[src/shared/gpio_cfg_pkg.sv]
package gpio_cfg_pkg;

  // ----------------------------------------------------------------
  // sizes
  // ----------------------------------------------------------------
  localparam int REG_W          = 8;
  localparam int BANK_COUNT     = 3;
  localparam int PIN_COUNT      = 19;
  localparam int ADDR_W         = 8;

  // ----------------------------------------------------------------
  // register offsets
  // ----------------------------------------------------------------
  localparam logic [7:0] OFF_LEVEL_A = 8'h2a;
  localparam logic [7:0] OFF_LEVEL_B = 8'h2b;
  localparam logic [7:0] OFF_LEVEL_C = 8'h2c;
  localparam logic [7:0] OFF_MODE_A  = 8'h2d;
  localparam logic [7:0] OFF_MODE_B  = 8'h2e;
  localparam logic [7:0] OFF_MODE_C  = 8'h2f;
  localparam logic [7:0] OFF_DIR_A   = 8'h30;
  localparam logic [7:0] OFF_DIR_B   = 8'h31;
  localparam logic [7:0] OFF_DIR_C   = 8'h32;

  // ----------------------------------------------------------------
  // bank indices, masks, reset values, encodings
  // ----------------------------------------------------------------
  localparam logic [1:0] BANK_A      = 2'h0;
  localparam logic [1:0] BANK_B      = 2'h1;
  localparam logic [1:0] BANK_C      = 2'h2;
  localparam logic [7:0] MASK_FULL   = 8'hff;
  localparam logic [7:0] MASK_BANK_C = 8'h07;
  localparam logic [7:0] READ_ZERO   = 8'h00;
  localparam logic [7:0] RST_LEVEL   = 8'h00;
  localparam logic [7:0] RST_MODE    = 8'h00;
  localparam logic [7:0] RST_DIR     = 8'h00;
  localparam logic       DRIVE_OPEN  = 1'h1;
  localparam logic       DIR_OUTPUT  = 1'h1;

  typedef enum logic [1:0] {GRP_NONE, GRP_LEVEL, GRP_MODE, GRP_DIR} reg_group_t;

  function automatic reg_group_t groupOf(input logic [7:0] addr);
    case (addr)
      OFF_LEVEL_A, OFF_LEVEL_B, OFF_LEVEL_C: groupOf = GRP_LEVEL;
      OFF_MODE_A, OFF_MODE_B, OFF_MODE_C:    groupOf = GRP_MODE;
      OFF_DIR_A, OFF_DIR_B, OFF_DIR_C:       groupOf = GRP_DIR;
      default:                               groupOf = GRP_NONE;
    endcase
  endfunction : groupOf

  function automatic logic [1:0] bankOf(input logic [7:0] addr);
    case (addr)
      OFF_LEVEL_A, OFF_MODE_A, OFF_DIR_A: bankOf = BANK_A;
      OFF_LEVEL_B, OFF_MODE_B, OFF_DIR_B: bankOf = BANK_B;
      default:                            bankOf = BANK_C;
    endcase
  endfunction : bankOf

  // reserved bits of the third bank never store
  function automatic logic [7:0] bankMask(input logic [1:0] bank);
    bankMask = (bank == BANK_C) ? MASK_BANK_C : MASK_FULL;
  endfunction : bankMask

endpackage : gpio_cfg_pkg

[src/shared/pin_drive_if.sv]
`timescale 1ns/1ps
interface pin_drive_if;
  logic [gpio_cfg_pkg::PIN_COUNT-1:0] level;
  logic [gpio_cfg_pkg::PIN_COUNT-1:0] mode;
  logic [gpio_cfg_pkg::PIN_COUNT-1:0] dir;
  logic [gpio_cfg_pkg::PIN_COUNT-1:0] drvOut;
  logic [gpio_cfg_pkg::PIN_COUNT-1:0] drvOe;

  modport cfg (output level, output mode, output dir, input drvOut, input drvOe);
  modport drv (input level, input mode, input dir, output drvOut, output drvOe);
endinterface : pin_drive_if

[src/logic/gpio_output_config.sv]
`timescale 1ns/1ps
module gpio_output_config (
  // clock and reset
  input  wire logic                                ref_clk,
  input  wire logic                                reset,
  // register port
  input  wire logic [gpio_cfg_pkg::ADDR_W-1:0]     regAddr,
  input  wire logic                                regWrite,
  input  wire logic                                regRead,
  input  wire logic [gpio_cfg_pkg::REG_W-1:0]      regWdata,
  output logic      [gpio_cfg_pkg::REG_W-1:0]      regRdata,
  output logic                                     regRvalid,
  // pins
  input  wire logic [gpio_cfg_pkg::PIN_COUNT-1:0]  pinIn,
  output logic      [gpio_cfg_pkg::PIN_COUNT-1:0]  pinOut,
  output logic      [gpio_cfg_pkg::PIN_COUNT-1:0]  pinOe,
  output logic      [gpio_cfg_pkg::PIN_COUNT-1:0]  pinLevel
);

  localparam int NB = gpio_cfg_pkg::BANK_COUNT;
  localparam int RW = gpio_cfg_pkg::REG_W;
  localparam int NP = gpio_cfg_pkg::PIN_COUNT;

  // ----------------------------------------------------------------
  // configuration storage
  // ----------------------------------------------------------------
  logic [RW-1:0] level_q [NB];
  logic [RW-1:0] level_d [NB];
  logic [RW-1:0] mode_q  [NB];
  logic [RW-1:0] mode_d  [NB];
  logic [RW-1:0] dir_q   [NB];
  logic [RW-1:0] dir_d   [NB];

  gpio_cfg_pkg::reg_group_t accGroup;
  logic [1:0]               accBank;
  logic [RW-1:0]            accMask;
  logic [RW-1:0]            accData;

  // ----------------------------------------------------------------
  // access decode
  // ----------------------------------------------------------------
  always_comb begin
    accGroup = gpio_cfg_pkg::groupOf(regAddr);
    accBank  = gpio_cfg_pkg::bankOf(regAddr);
    accMask  = gpio_cfg_pkg::bankMask(accBank);
    // masking at write time keeps reserved bits reading as zero
    accData  = regWdata & accMask;
  end

  // ----------------------------------------------------------------
  // write strobes
  // ----------------------------------------------------------------
  logic [NB-1:0] wrLevel;
  logic [NB-1:0] wrMode;
  logic [NB-1:0] wrDir;

  // an unmapped offset raises no strobe, so a stray write changes nothing
  always_comb begin
    for (int b = 0; b < NB; b++) begin
      wrLevel[b] = regWrite && (accGroup == gpio_cfg_pkg::GRP_LEVEL) && (accBank == 2'(b));
      wrMode[b]  = regWrite && (accGroup == gpio_cfg_pkg::GRP_MODE) && (accBank == 2'(b));
      wrDir[b]   = regWrite && (accGroup == gpio_cfg_pkg::GRP_DIR) && (accBank == 2'(b));
    end
  end

  // ----------------------------------------------------------------
  // register next state
  // ----------------------------------------------------------------
  always_comb begin
    for (int b = 0; b < NB; b++) begin
      level_d[b] = wrLevel[b] ? accData : level_q[b];
    end
  end

  always_ff @(posedge ref_clk) begin
    for (int b = 0; b < NB; b++) begin
      if (reset) begin
        level_q[b] <= gpio_cfg_pkg::RST_LEVEL;
      end else begin
        level_q[b] <= level_d[b];
      end
    end
  end

  always_comb begin
    for (int b = 0; b < NB; b++) begin
      mode_d[b] = wrMode[b] ? accData : mode_q[b];
    end
  end

  always_ff @(posedge ref_clk) begin
    for (int b = 0; b < NB; b++) begin
      if (reset) begin
        mode_q[b] <= gpio_cfg_pkg::RST_MODE;
      end else begin
        mode_q[b] <= mode_d[b];
      end
    end
  end

  always_comb begin
    for (int b = 0; b < NB; b++) begin
      dir_d[b] = wrDir[b] ? accData : dir_q[b];
    end
  end

  always_ff @(posedge ref_clk) begin
    for (int b = 0; b < NB; b++) begin
      if (reset) begin
        dir_q[b] <= gpio_cfg_pkg::RST_DIR;
      end else begin
        dir_q[b] <= dir_d[b];
      end
    end
  end

  // ----------------------------------------------------------------
  // read back
  // ----------------------------------------------------------------
  logic [RW-1:0] rdata_q;
  logic [RW-1:0] rdata_d;
  logic          rvalid_q;
  logic          rvalid_d;
  logic [RW-1:0] rdWord;

  // the word is picked every cycle, but only a read strobe loads it
  always_comb begin
    case (accGroup)
      gpio_cfg_pkg::GRP_LEVEL: begin
        rdWord = level_q[accBank];
      end
      gpio_cfg_pkg::GRP_MODE: begin
        rdWord = mode_q[accBank];
      end
      gpio_cfg_pkg::GRP_DIR: begin
        rdWord = dir_q[accBank];
      end
      default: begin
        rdWord = gpio_cfg_pkg::READ_ZERO;
      end
    endcase
  end

  always_comb begin
    rdata_d  = rdata_q;
    rvalid_d = regRead;
    if (regRead) begin
      rdata_d = rdWord;
    end
  end

  always_ff @(posedge ref_clk) begin
    if (reset) begin
      rdata_q  <= gpio_cfg_pkg::READ_ZERO;
      rvalid_q <= 1'b0;
    end else begin
      rdata_q  <= rdata_d;
      rvalid_q <= rvalid_d;
    end
  end

  assign regRdata  = rdata_q;
  assign regRvalid = rvalid_q;

  // ----------------------------------------------------------------
  // bank to pin mapping
  // ----------------------------------------------------------------
  pin_drive_if pins ();

  // pin p+1 sits in bank p/8 at bit p%8; the third bank holds only
  // pins 17 to 19, so its upper bits never reach a driver
  function automatic int bankOfPin(input int p);
    bankOfPin = p / RW;
  endfunction : bankOfPin

  function automatic int bitOfPin(input int p);
    bitOfPin = p % RW;
  endfunction : bitOfPin

  for (genvar p = 0; p < NP; p++) begin : gMap
    localparam int PinBank = bankOfPin(p);
    localparam int PinBit  = bitOfPin(p);

    assign pins.level[p] = level_q[PinBank][PinBit];
    assign pins.mode[p]  = mode_q[PinBank][PinBit];
    assign pins.dir[p]   = dir_q[PinBank][PinBit];
  end

  pin_driver uDriver (
    .pins (pins.drv)
  );

  // ----------------------------------------------------------------
  // pin registers
  // ----------------------------------------------------------------
  logic [NP-1:0] pinOut_q;
  logic [NP-1:0] pinOut_d;
  logic [NP-1:0] pinOe_q;
  logic [NP-1:0] pinOe_d;
  logic [NP-1:0] pinLevel_q;
  logic [NP-1:0] pinLevel_d;

  // one cycle of latency after the register write, traded for clean outputs
  always_comb begin
    pinOut_d   = pins.drvOut;
    pinOe_d    = pins.drvOe;
    // input sample only; it never feeds back into the drivers
    pinLevel_d = pinIn;
  end

  always_ff @(posedge ref_clk) begin
    if (reset) begin
      pinOut_q   <= '0;
      pinOe_q    <= '0;
      pinLevel_q <= '0;
    end else begin
      pinOut_q   <= pinOut_d;
      pinOe_q    <= pinOe_d;
      pinLevel_q <= pinLevel_d;
    end
  end

  assign pinOut   = pinOut_q;
  assign pinOe    = pinOe_q;
  assign pinLevel = pinLevel_q;

endmodule : gpio_output_config

[src/logic/pin_driver.sv]
`timescale 1ns/1ps
module pin_driver (
  // per-pin configuration in, drive out
  pin_drive_if.drv pins
);

  // ----------------------------------------------------------------
  // per-pin driver
  // ----------------------------------------------------------------
  for (genvar p = 0; p < gpio_cfg_pkg::PIN_COUNT; p++) begin : gPin
    always_comb begin
      if (pins.dir[p] != gpio_cfg_pkg::DIR_OUTPUT) begin
        pins.drvOut[p] = 1'b0;
        pins.drvOe[p]  = 1'b0;
      end else if (pins.mode[p] == gpio_cfg_pkg::DRIVE_OPEN) begin
        // a released pin relies on an external pull-up for its high
        pins.drvOut[p] = 1'b0;
        pins.drvOe[p]  = ~pins.level[p];
      end else begin
        pins.drvOut[p] = pins.level[p];
        pins.drvOe[p]  = 1'b1;
      end
    end
  end

endmodule : pin_driver

[config.mk]
export PLATFORM = sky130hd
export DESIGN_NAME = gpio_output_config
export DESIGN_NICKNAME = d
export VERILOG_FILES = /design/src/shared/gpio_cfg_pkg.sv /design/src/shared/pin_drive_if.sv /design/src/logic/gpio_output_config.sv /design/src/logic/pin_driver.sv
export SDC_FILE = /design/constraint.sdc
export NUM_CORES = 1
export LEC_CHECK = 0
export ABC_AREA = 1
export CAP_MARGIN = 20
export CORE_MARGIN = 1.5
export CORE_UTILIZATION = 50
export DETAILED_ROUTE_END_ITERATION = 7
export DONT_BUFFER_PORTS = 1
export GPL_TIMING_DRIVEN = 0
export SYNTH_ARGS = -nofsm -noshare
export SYNTH_HDL_FRONTEND = slang
export SYNTH_SLANG_ARGS = --single-unit
[constraint.sdc]
create_clock -name ref_clk -period 1.7 [get_ports ref_clk]
set_clock_uncertainty 0.1 [all_clocks]
set_input_delay 0.085 -clock ref_clk [delete_from_list [all_inputs] [get_ports ref_clk]]
set_output_delay 0.085 -clock ref_clk [all_outputs]
set_load 0.02 [all_outputs]
After elaboration in Yosys (flattened, before gate mapping):

Memories as Yosys holds them, arrays and structs flattened.
Index checks and enable logic that the tools add are counted.

* flip-flop bits (word level): 66
* bits in writable memories: 72
* bits of input ports: 39
* output and inout bits: 66
* memories: 3

Memories
* dir_q: depth 3, width 8, read ports 4, clocked after memory_dff 0, write ports 3, line gpio_output_config.sv:31 `logic [RW-1:0] dir_q [NB];`
* level_q: depth 3, width 8, read ports 4, clocked after memory_dff 0, write ports 3, line gpio_output_config.sv:27 `logic [RW-1:0] level_q [NB];`
* mode_q: depth 3, width 8, read ports 4, clocked after memory_dff 0, write ports 3, line gpio_output_config.sv:29 `logic [RW-1:0] mode_q [NB];`

* eq/ne operators: 14
* mux-type cells: 44
* bitwise logic cells: 48
* reduce and logical (&&, ||, !) cells: 56

Operator list (number)
* 8-bit two-way mux: 19
* 8-bit by 6-bit == test with 1-bit output (second input constant): 9
* 3-bit OR reduction: 24
* 1-bit inverter: 38
* 2-bit OR reduction: 19
* 8-bit one-hot mux with 3 select lines: 1
* 1-bit two-way mux: 22
* 1-bit logical AND: 12
* 1-bit bitwise OR: 9
* 8-bit bitwise AND: 1
* 2-bit == test (second input constant): 3
* 2-bit one-hot mux with 3 select lines: 1
* 2-bit by 1-bit == test with 1-bit output (second input constant): 2
* 2-bit one-hot mux with 2 select lines: 1
* 2-bit logical NOT: 1

Logic depth before layout (Yosys ltp):

Gate-level depths: netlist of the first run.

* depth in word-level cells: 8
* depth in mapped cells: 15
* mapped depth without buffers: 14

Hierarchy:

Synthesis of the first run repeated with hierarchy kept, for this count alone.

* cells, all modules: 807
* area total of the unflattened synthesis: 5625.4 um2

Modules (own cells, without submodules)
* gpio_output_config: instances 1, cells an instance 731, area each 5316.3 um2, seq. area each 2762.6 um2
* pin_driver: instances 1, cells an instance 76, area each 309.0 um2, seq. area each 0.0 um2

Worst setup path after synthesis of the first run:

No wires, ideal clock.

* path type: input to register
* start: in regAddr[7] (netlist name)
* end: mem level_q[0][3] (netlist name)
* data arrival time: 1.172 ns
* path slack: 0.289 ns
* stages: 10
* path through: inv_1 nand2_2 nor2_4 nand2_1 nand3_4 buf_6 nand2_2 buf_2 nor2_1 a211oi_2

RTL lines
* from (decl): line gpio_output_config.sv:7 `input wire logic [gpio_cfg_pkg::ADDR_W-1:0] regAddr,`
* to (decl): line gpio_output_config.sv:27

==> results of run 1 <==
-- registers in the layout, indices dropped and copies added, names as in the netlist --
register,flops
dir_q,24
level_q,24
mode_q,24
pinLevel,19
pinOe,19
pinOut,19
regRdata,8
regRvalid,1
-- timing repair --
| item | CTS | global route |
|---|---|---|
| resized for setup | 0 | 6 |
| setup buffers | 0 | 4 |
| hold buffers | 54 | 1 |
| endpoints found under the hold margin | 100 | 1 |
| endpoints found under the setup margin | 0 | 1 |
-- layout by cell type (no fill, tap or decap), types with 5 or more instances in the layout --
cell           netlist  final
nor3_1              19     19
buf_4                1      5
dfxtp_1            138    137
nand2_2             10      9
inv_1               64     64
nand2_1            191    190
buf_6                6      5
dlygate4sd3_1        0     54
o21ai_0             46     46
nor2_1             107    106
clkbuf_16            0     16
clkbuf_1            15     16
nand3_1             20     20
a21oi_1             49     49
inv_2               11     11
o21ai_1              9      9
-- through the flow --
stage | hold WS [ns] | cells
floorplan | 0.09197 | 712
global placement | 0.09284 | 848
detailed placement | 0.09496 | 848
CTS | 0.01285 | 933
global route | 0.05209 | 937
finish | 0.02232 | 937
-- per-layer routing --
metal | vias up | routed length [µm] | part of all wire [%] | global-route usage, %
li1 | 2375 | - | - | -
met1 | 2276 | 6242 | 42 | 34.15
met2 | 164 | 7465 | 50 | 47.56
met3 | 31 | 925 | 6.2 | 7.235
met4 | 0 | 399 | 2.7 | 11.00
met5 | - | 0 | 0 | 0
-- critical path: cells and delay by family --
family                 cells  cell delay [ns]
buffers and inverters      4             0.94
AND/OR/NAND/NOR            7             0.92
-- final timing paths --
check	from	to	slack (ns)	cells after the start
min	regAddr[3]	dir_q[2][0]	0.02	7
max	regAddr[7]	dir_q[0][5]	0.08	11
max reg2reg	mode_q[0][1]	regRdata[1]	0.49	8
min reg2reg	dir_q[2][4]	dir_q[2][4]	0.35	2
-- power breakdown --
part           internal (mW)  total [mW]  switching [mW]
registers               3.26        3.31          0.0434
logic                  0.120       0.282           0.162
clock network           2.50        3.88            1.38
total                   5.88        7.47            1.59
-- cell type report --
| class | count | area [µm²] |
|---|---|---|
| fillers | 879 | 3612 |
| flip-flops and latches | 138 | 2764 |
| multi-input cells | 469 | 2131 |
| repair buffers | 58 | 570.5 |
| clock buffers | 21 | 459.2 |
| inverters | 79 | 297.8 |
| well taps | 136 | 170.2 |
| clock inverters | 10 | 163.9 |
| plain buffers | 26 | 155.1 |
-- cell families (layout without fill, tap and decap cells) --
group	count (synthesis)	after routing	share of synthesized area, %
flops	138	138	51.86
compound gates	109	109	10.73
buf+inv	105	194	8.431
simple gates	360	360	28.98
==> summary.txt, run 1 <==
Crit-path slowest cell = dlygate4sd3_1
crit path time final = 1.619 ns
pin count of the biggest net entering global routing = 17
Layout area overhead = 25.97%
Rows = 37
Finished Core Util = 65.01%
DIE HEIGHT = 106.2 µm
die span in x = 106.2 µm
latest clock arrival within the worst-skew pair = 0.54 ns
Mapped Area = 0.005328 mm²
Routed wire per std cell = 16.04 µm
Synth Instances = 712
WP data arrival = 1.95 ns
final net count = 828
clock buffer depth = 2
Setup WS post-layout = 0.08080 ns
die area = 0.01128 mm²
Placement Setup Slack = -0.1395 ns
Worst-path clk slew = 0.06 ns
Leak = 2.926 nW
register bit total from synthesis = 138
max-slew violations = 0
Avg Vias per Cell = 5.172
post-route setup TNS = 0 ns
via count = 4846
Critical Path RT = 2.03 ns
# diodes = 0
max_slew headroom = 56.07%
top cells by count, synth = nand2_1, dfxtp_1, nor2_1
placed cell areas = 0.005498 mm²
global-route wire length before repair = 23840 µm
Root Buffer = clkbuf_8
post-synthesis sequential area ratio = 51.86%
GRT Overall Usage = 28.12%
crit path cell chain = inv_1 > nand2_4 > nor2_4 > nand2_2 > nand3_4 > buf_8 > buf_4 > nand2_2 > nor2_1 > dlygate4sd3_1 > nor2_1
Post-Syn Area per Cell = 7.483 µm²
cell accounting for the most synthesized area = dfxtp_1
PwrDens = 1113 mW/mm²
RSZ-0062 raised after global routing = false
Core ar. = 0.01032 mm²
EDFF count, synth = 0
Post-Syn Nets = 751
PortBufs = 0
Final ANT Viol Nets = 0
status = finished clean
FFs w/ async S/R, synth = 0%
Max VDD drop = 0.7852 mV
synth warn = 0
worst-margin pin slew = 0.6590 ns
top-count cell post-synth = nand2_1
Max Clock Freq = 0.6176 GHz
share of cells above drive strength 1 = 10.86%
Final Hold Viols = 0
max-cap violations = 0
Initial Utilization = 51.61%
total gr overflow = 0
DRC errors left = 0
# IOs = 105
setup violators final = 0
count of clock tree sinks = 138
top post-synthesis cells by area = dfxtp_1, nand2_1, nor2_1
Crit. End Element = flip-flop
Num CTS Buffers = 17
hold crit path type = input port to flip-flop
1st-iter DRT viols = 271
Worst Setup Start Kind = input port
post-synthesis cell type count = 28
Max FO, Critical Path = 8
ys flop type = dfxtp_1
Tot Pwr = 7.467 mW
DP HPWL = 10080 µm
initial antenna violation count = 0
Final Cell Area = 0.006711 mm²
H-Tree Depth = 4
drt first pass iters = 5
CTS tree = done
CP Class = input port to flip-flop
Worst path max stage delay = 0.57 ns
vias in the first global route = 4736
Routed WL = 15030 µm
Synth top area share = 51.86%
period utilization = 95.25%
GP Congestion = 0.8381
(Power assumes the default switching activity.)
==> inputs of run 2 (changes only) <==
--- a/config.mk
+++ b/config.mk
@@ -5,7 +5,6 @@
 export SDC_FILE = /design/constraint.sdc
 export NUM_CORES = 1
 export LEC_CHECK = 0
-export ABC_AREA = 1
 export CAP_MARGIN = 20
 export CORE_MARGIN = 1.5
 export CORE_UTILIZATION = 50
==> summary.txt, run 2 <==
status = finished clean
setup violators final = 0
Post-Syn Area per Cell = 10.10 µm²
Leak = 2.539 nW
final net count = 621
Sw Share = 21.54%
post-synthesis cell type count = 51
DP HPWL = 10430 µm
Sw Pwr = 1.644 mW
CTS tree = done
initial antenna violation count = 0
Worst path max stage delay = 0.60 ns
latest clock arrival within the worst-skew pair = 0.52 ns
r2r setup slk = 0.29 ns
area of the multi-input gates = 0.002386 mm²
Max VDD drop = 0.5622 mV
Avg Vias per Cell = 6.036
period utilization = 94.11%
Core ar. = 0.01032 mm²
share of cells above drive strength 1 = 11.95%
# diodes = 0
Final ANT Viol Nets = 0
via count = 4406
die span in x = 106.0 µm
Layout area overhead = 22.40%
max-cap violations = 0
hold crit path type = input port to flip-flop
EDFF count, synth = 0
Finished Core Util = 62.85%
GP Congestion = 0.9056
post-synthesis sequential area ratio = 52.11%
Crit-path slowest cell = dlygate4sd3_1
pin count of the biggest net entering global routing = 17
crit path cell chain = dlygate4sd3_1 > nand2b_1 > dlygate4sd3_1 > nor2_2 > a21boi_0 > a221oi_2
# IOs = 105
Worst Setup Start Kind = input port
Initial Utilization = 51.35%
Crit. End Element = flip-flop
PwrDens = 1176 mW/mm²
cell accounting for the most synthesized area = dfxtp_1
top post-synthesis cells by area = dfxtp_1, mux2i_1, nand2_1
top-count cell post-synth = dfxtp_1
global-route wire length before repair = 24280 µm
drt first pass iters = 5
Routed WL = 16120 µm
Rows = 37
Max Clock Freq = 0.6251 GHz
Worst-path clk slew = 0.06 ns
Routed wire per std cell = 22.08 µm
Mapped Area = 0.005301 mm²
H-Tree Depth = 4
Post-Syn Nets = 564
Register Area = 0.002763 mm²
Synth Instances = 525
RSZ-0062 raised after global routing = false
PortBufs = 0
count of clock tree sinks = 138
GRT Overall Usage = 29.39%
1st-iter DRT viols = 415
Comb power frac = 4.5%
worst-margin pin slew = 1.094 ns
total gr overflow = 0
Root Buffer = clkbuf_8
DIE HEIGHT = 106.0 µm
Synth top area share = 52.11%
max-slew violations = 0
Critical Path RT = 2.04 ns
Reg power frac = 43.3%
Internal = 5.987 mW
ys flop type = dfxtp_1
synth warn = 0
Num CTS Buffers = 17
most common cell after layout, fill and taps aside = dfxtp_1
Final Hold Viols = 0
top cells by count, synth = dfxtp_1, nand2_1, mux2i_1
biggest regs = dir_q: 24 flops, level_q: 24 flops, mode_q: 24 flops
fill count = 861
worst hold slack = 0.02724 ns
CP Class = input port to flip-flop
Max FO, Critical Path = 7
crit-path most repeated cell = dlygate4sd3_1
Clk pwr share = 52.2%
WP data arrival = 1.94 ns
DRC errors left = 0
die area = 0.01123 mm²
register bit total from synthesis = 138
max_slew headroom = 26.55%
FFs w/ async S/R, synth = 0%
leading cell types in the layout, fill and taps excluded = dfxtp_1, nand2_1, mux2i_1
vias in the first global route = 4135
clock buffer depth = 2
crit path time final = 1.600 ns
## run 2: cell types whose count changed after synthesis, sizes merged, moves of 15 or more
| cell | previous run | this run |
|---|---|---|
| o21ai | 55 | 11 |
| nor3b | 0 | 15 |
| nand2 | 203 | 57 |
| mux2i | 0 | 47 |
| and3 | 0 | 15 |
| inv | 75 | 5 |
| nor2b | 0 | 26 |
| nor2 | 113 | 25 |
| a21oi | 52 | 29 |
## run 2: metrics by stage
| stage | total power, mW | cells | setup TNS [ns] | setup slack, ns | instance area (µm²) |
|---|---|---|---|---|---|
| after CTS | 7.643 | 728 | 0 | 0.08114 | 6471 |
| after global routing | 7.822 | 730 | 0 | 0.03850 | 6489 |
| final | 7.631 | 730 | 0 | 0.1002 | 6489 |
| after detailed placement | 3.636 | 661 | -11.99 | -0.2768 | 5472 |
| after global placement | 3.634 | 661 | -10.40 | -0.2318 | 5472 |
| after floorplan | 3.543 | 525 | 0 | 0.1681 | 5301 |
## run 2: metal layers
layer	GRT usage, %	share of wire, %	up-vias
li1	-	-	2012
met1	41.09	44	2127
met2	43.18	44	235
met3	7.971	8.5	32
met4	11.39	2.8	0
met5	0	0	-
## run 2: area by class of cell
| cell class | count | area share, % |
|---|---|---|
| timing repair buffer | 38 | 5.785 |
| sequential | 138 | 42.58 |
| buffer | 32 | 2.102 |
| inverter | 5 | 0.2892 |
| tap | 136 | 2.622 |
| clock buffer | 20 | 6.865 |
| clock inverter | 11 | 2.989 |
| multi-input combinational | 350 | 36.77 |
## run 2: kinds of logic after synthesis
family	count (synthesis)	share of synthesized area, %
muxes	55	10.57
and+or+nand+nor	196	20.93
DFF	138	52.11
AOI/OAI and AO/OA	99	13.45
buffers and inverters	37	2.927
## run 2: worst paths after layout
check	from	end	depth (start not counted)
setup / recovery	regAddr[3]	regRdata[1]	6
hold / removal	regAddr[4]	regRdata[4]	4
setup reg to reg	mode_q[2][2]	regRdata[2]	4
hold reg to reg	level_q[2][7]	level_q[2][7]	2
## run 2: critical path: cells and delay by family
kind / cells / cell delay, ns
buf+inv: 2 / 1.16
simple gates: 2 / 0.30
compound gates: 2 / 0.39
## run 2: power by group through the flow
stage               logic, mW  clock network (mW)  registers, mW
finish                  0.344                3.98           3.31
global route            0.359                4.15           3.31
CTS                     0.333                4.00           3.31
detailed placement      0.257                   0           3.38
global placement        0.256                   0           3.38
floorplan               0.168                   0           3.37
## run 2: what timing repair did
item | CTS | global route
resized for setup | 0 | 1
hold buffers | 36 | 0
endpoints found under the setup margin | 0 | 4
buffers inserted | 0 | 2
hold endpoints to repair | 84 | 0
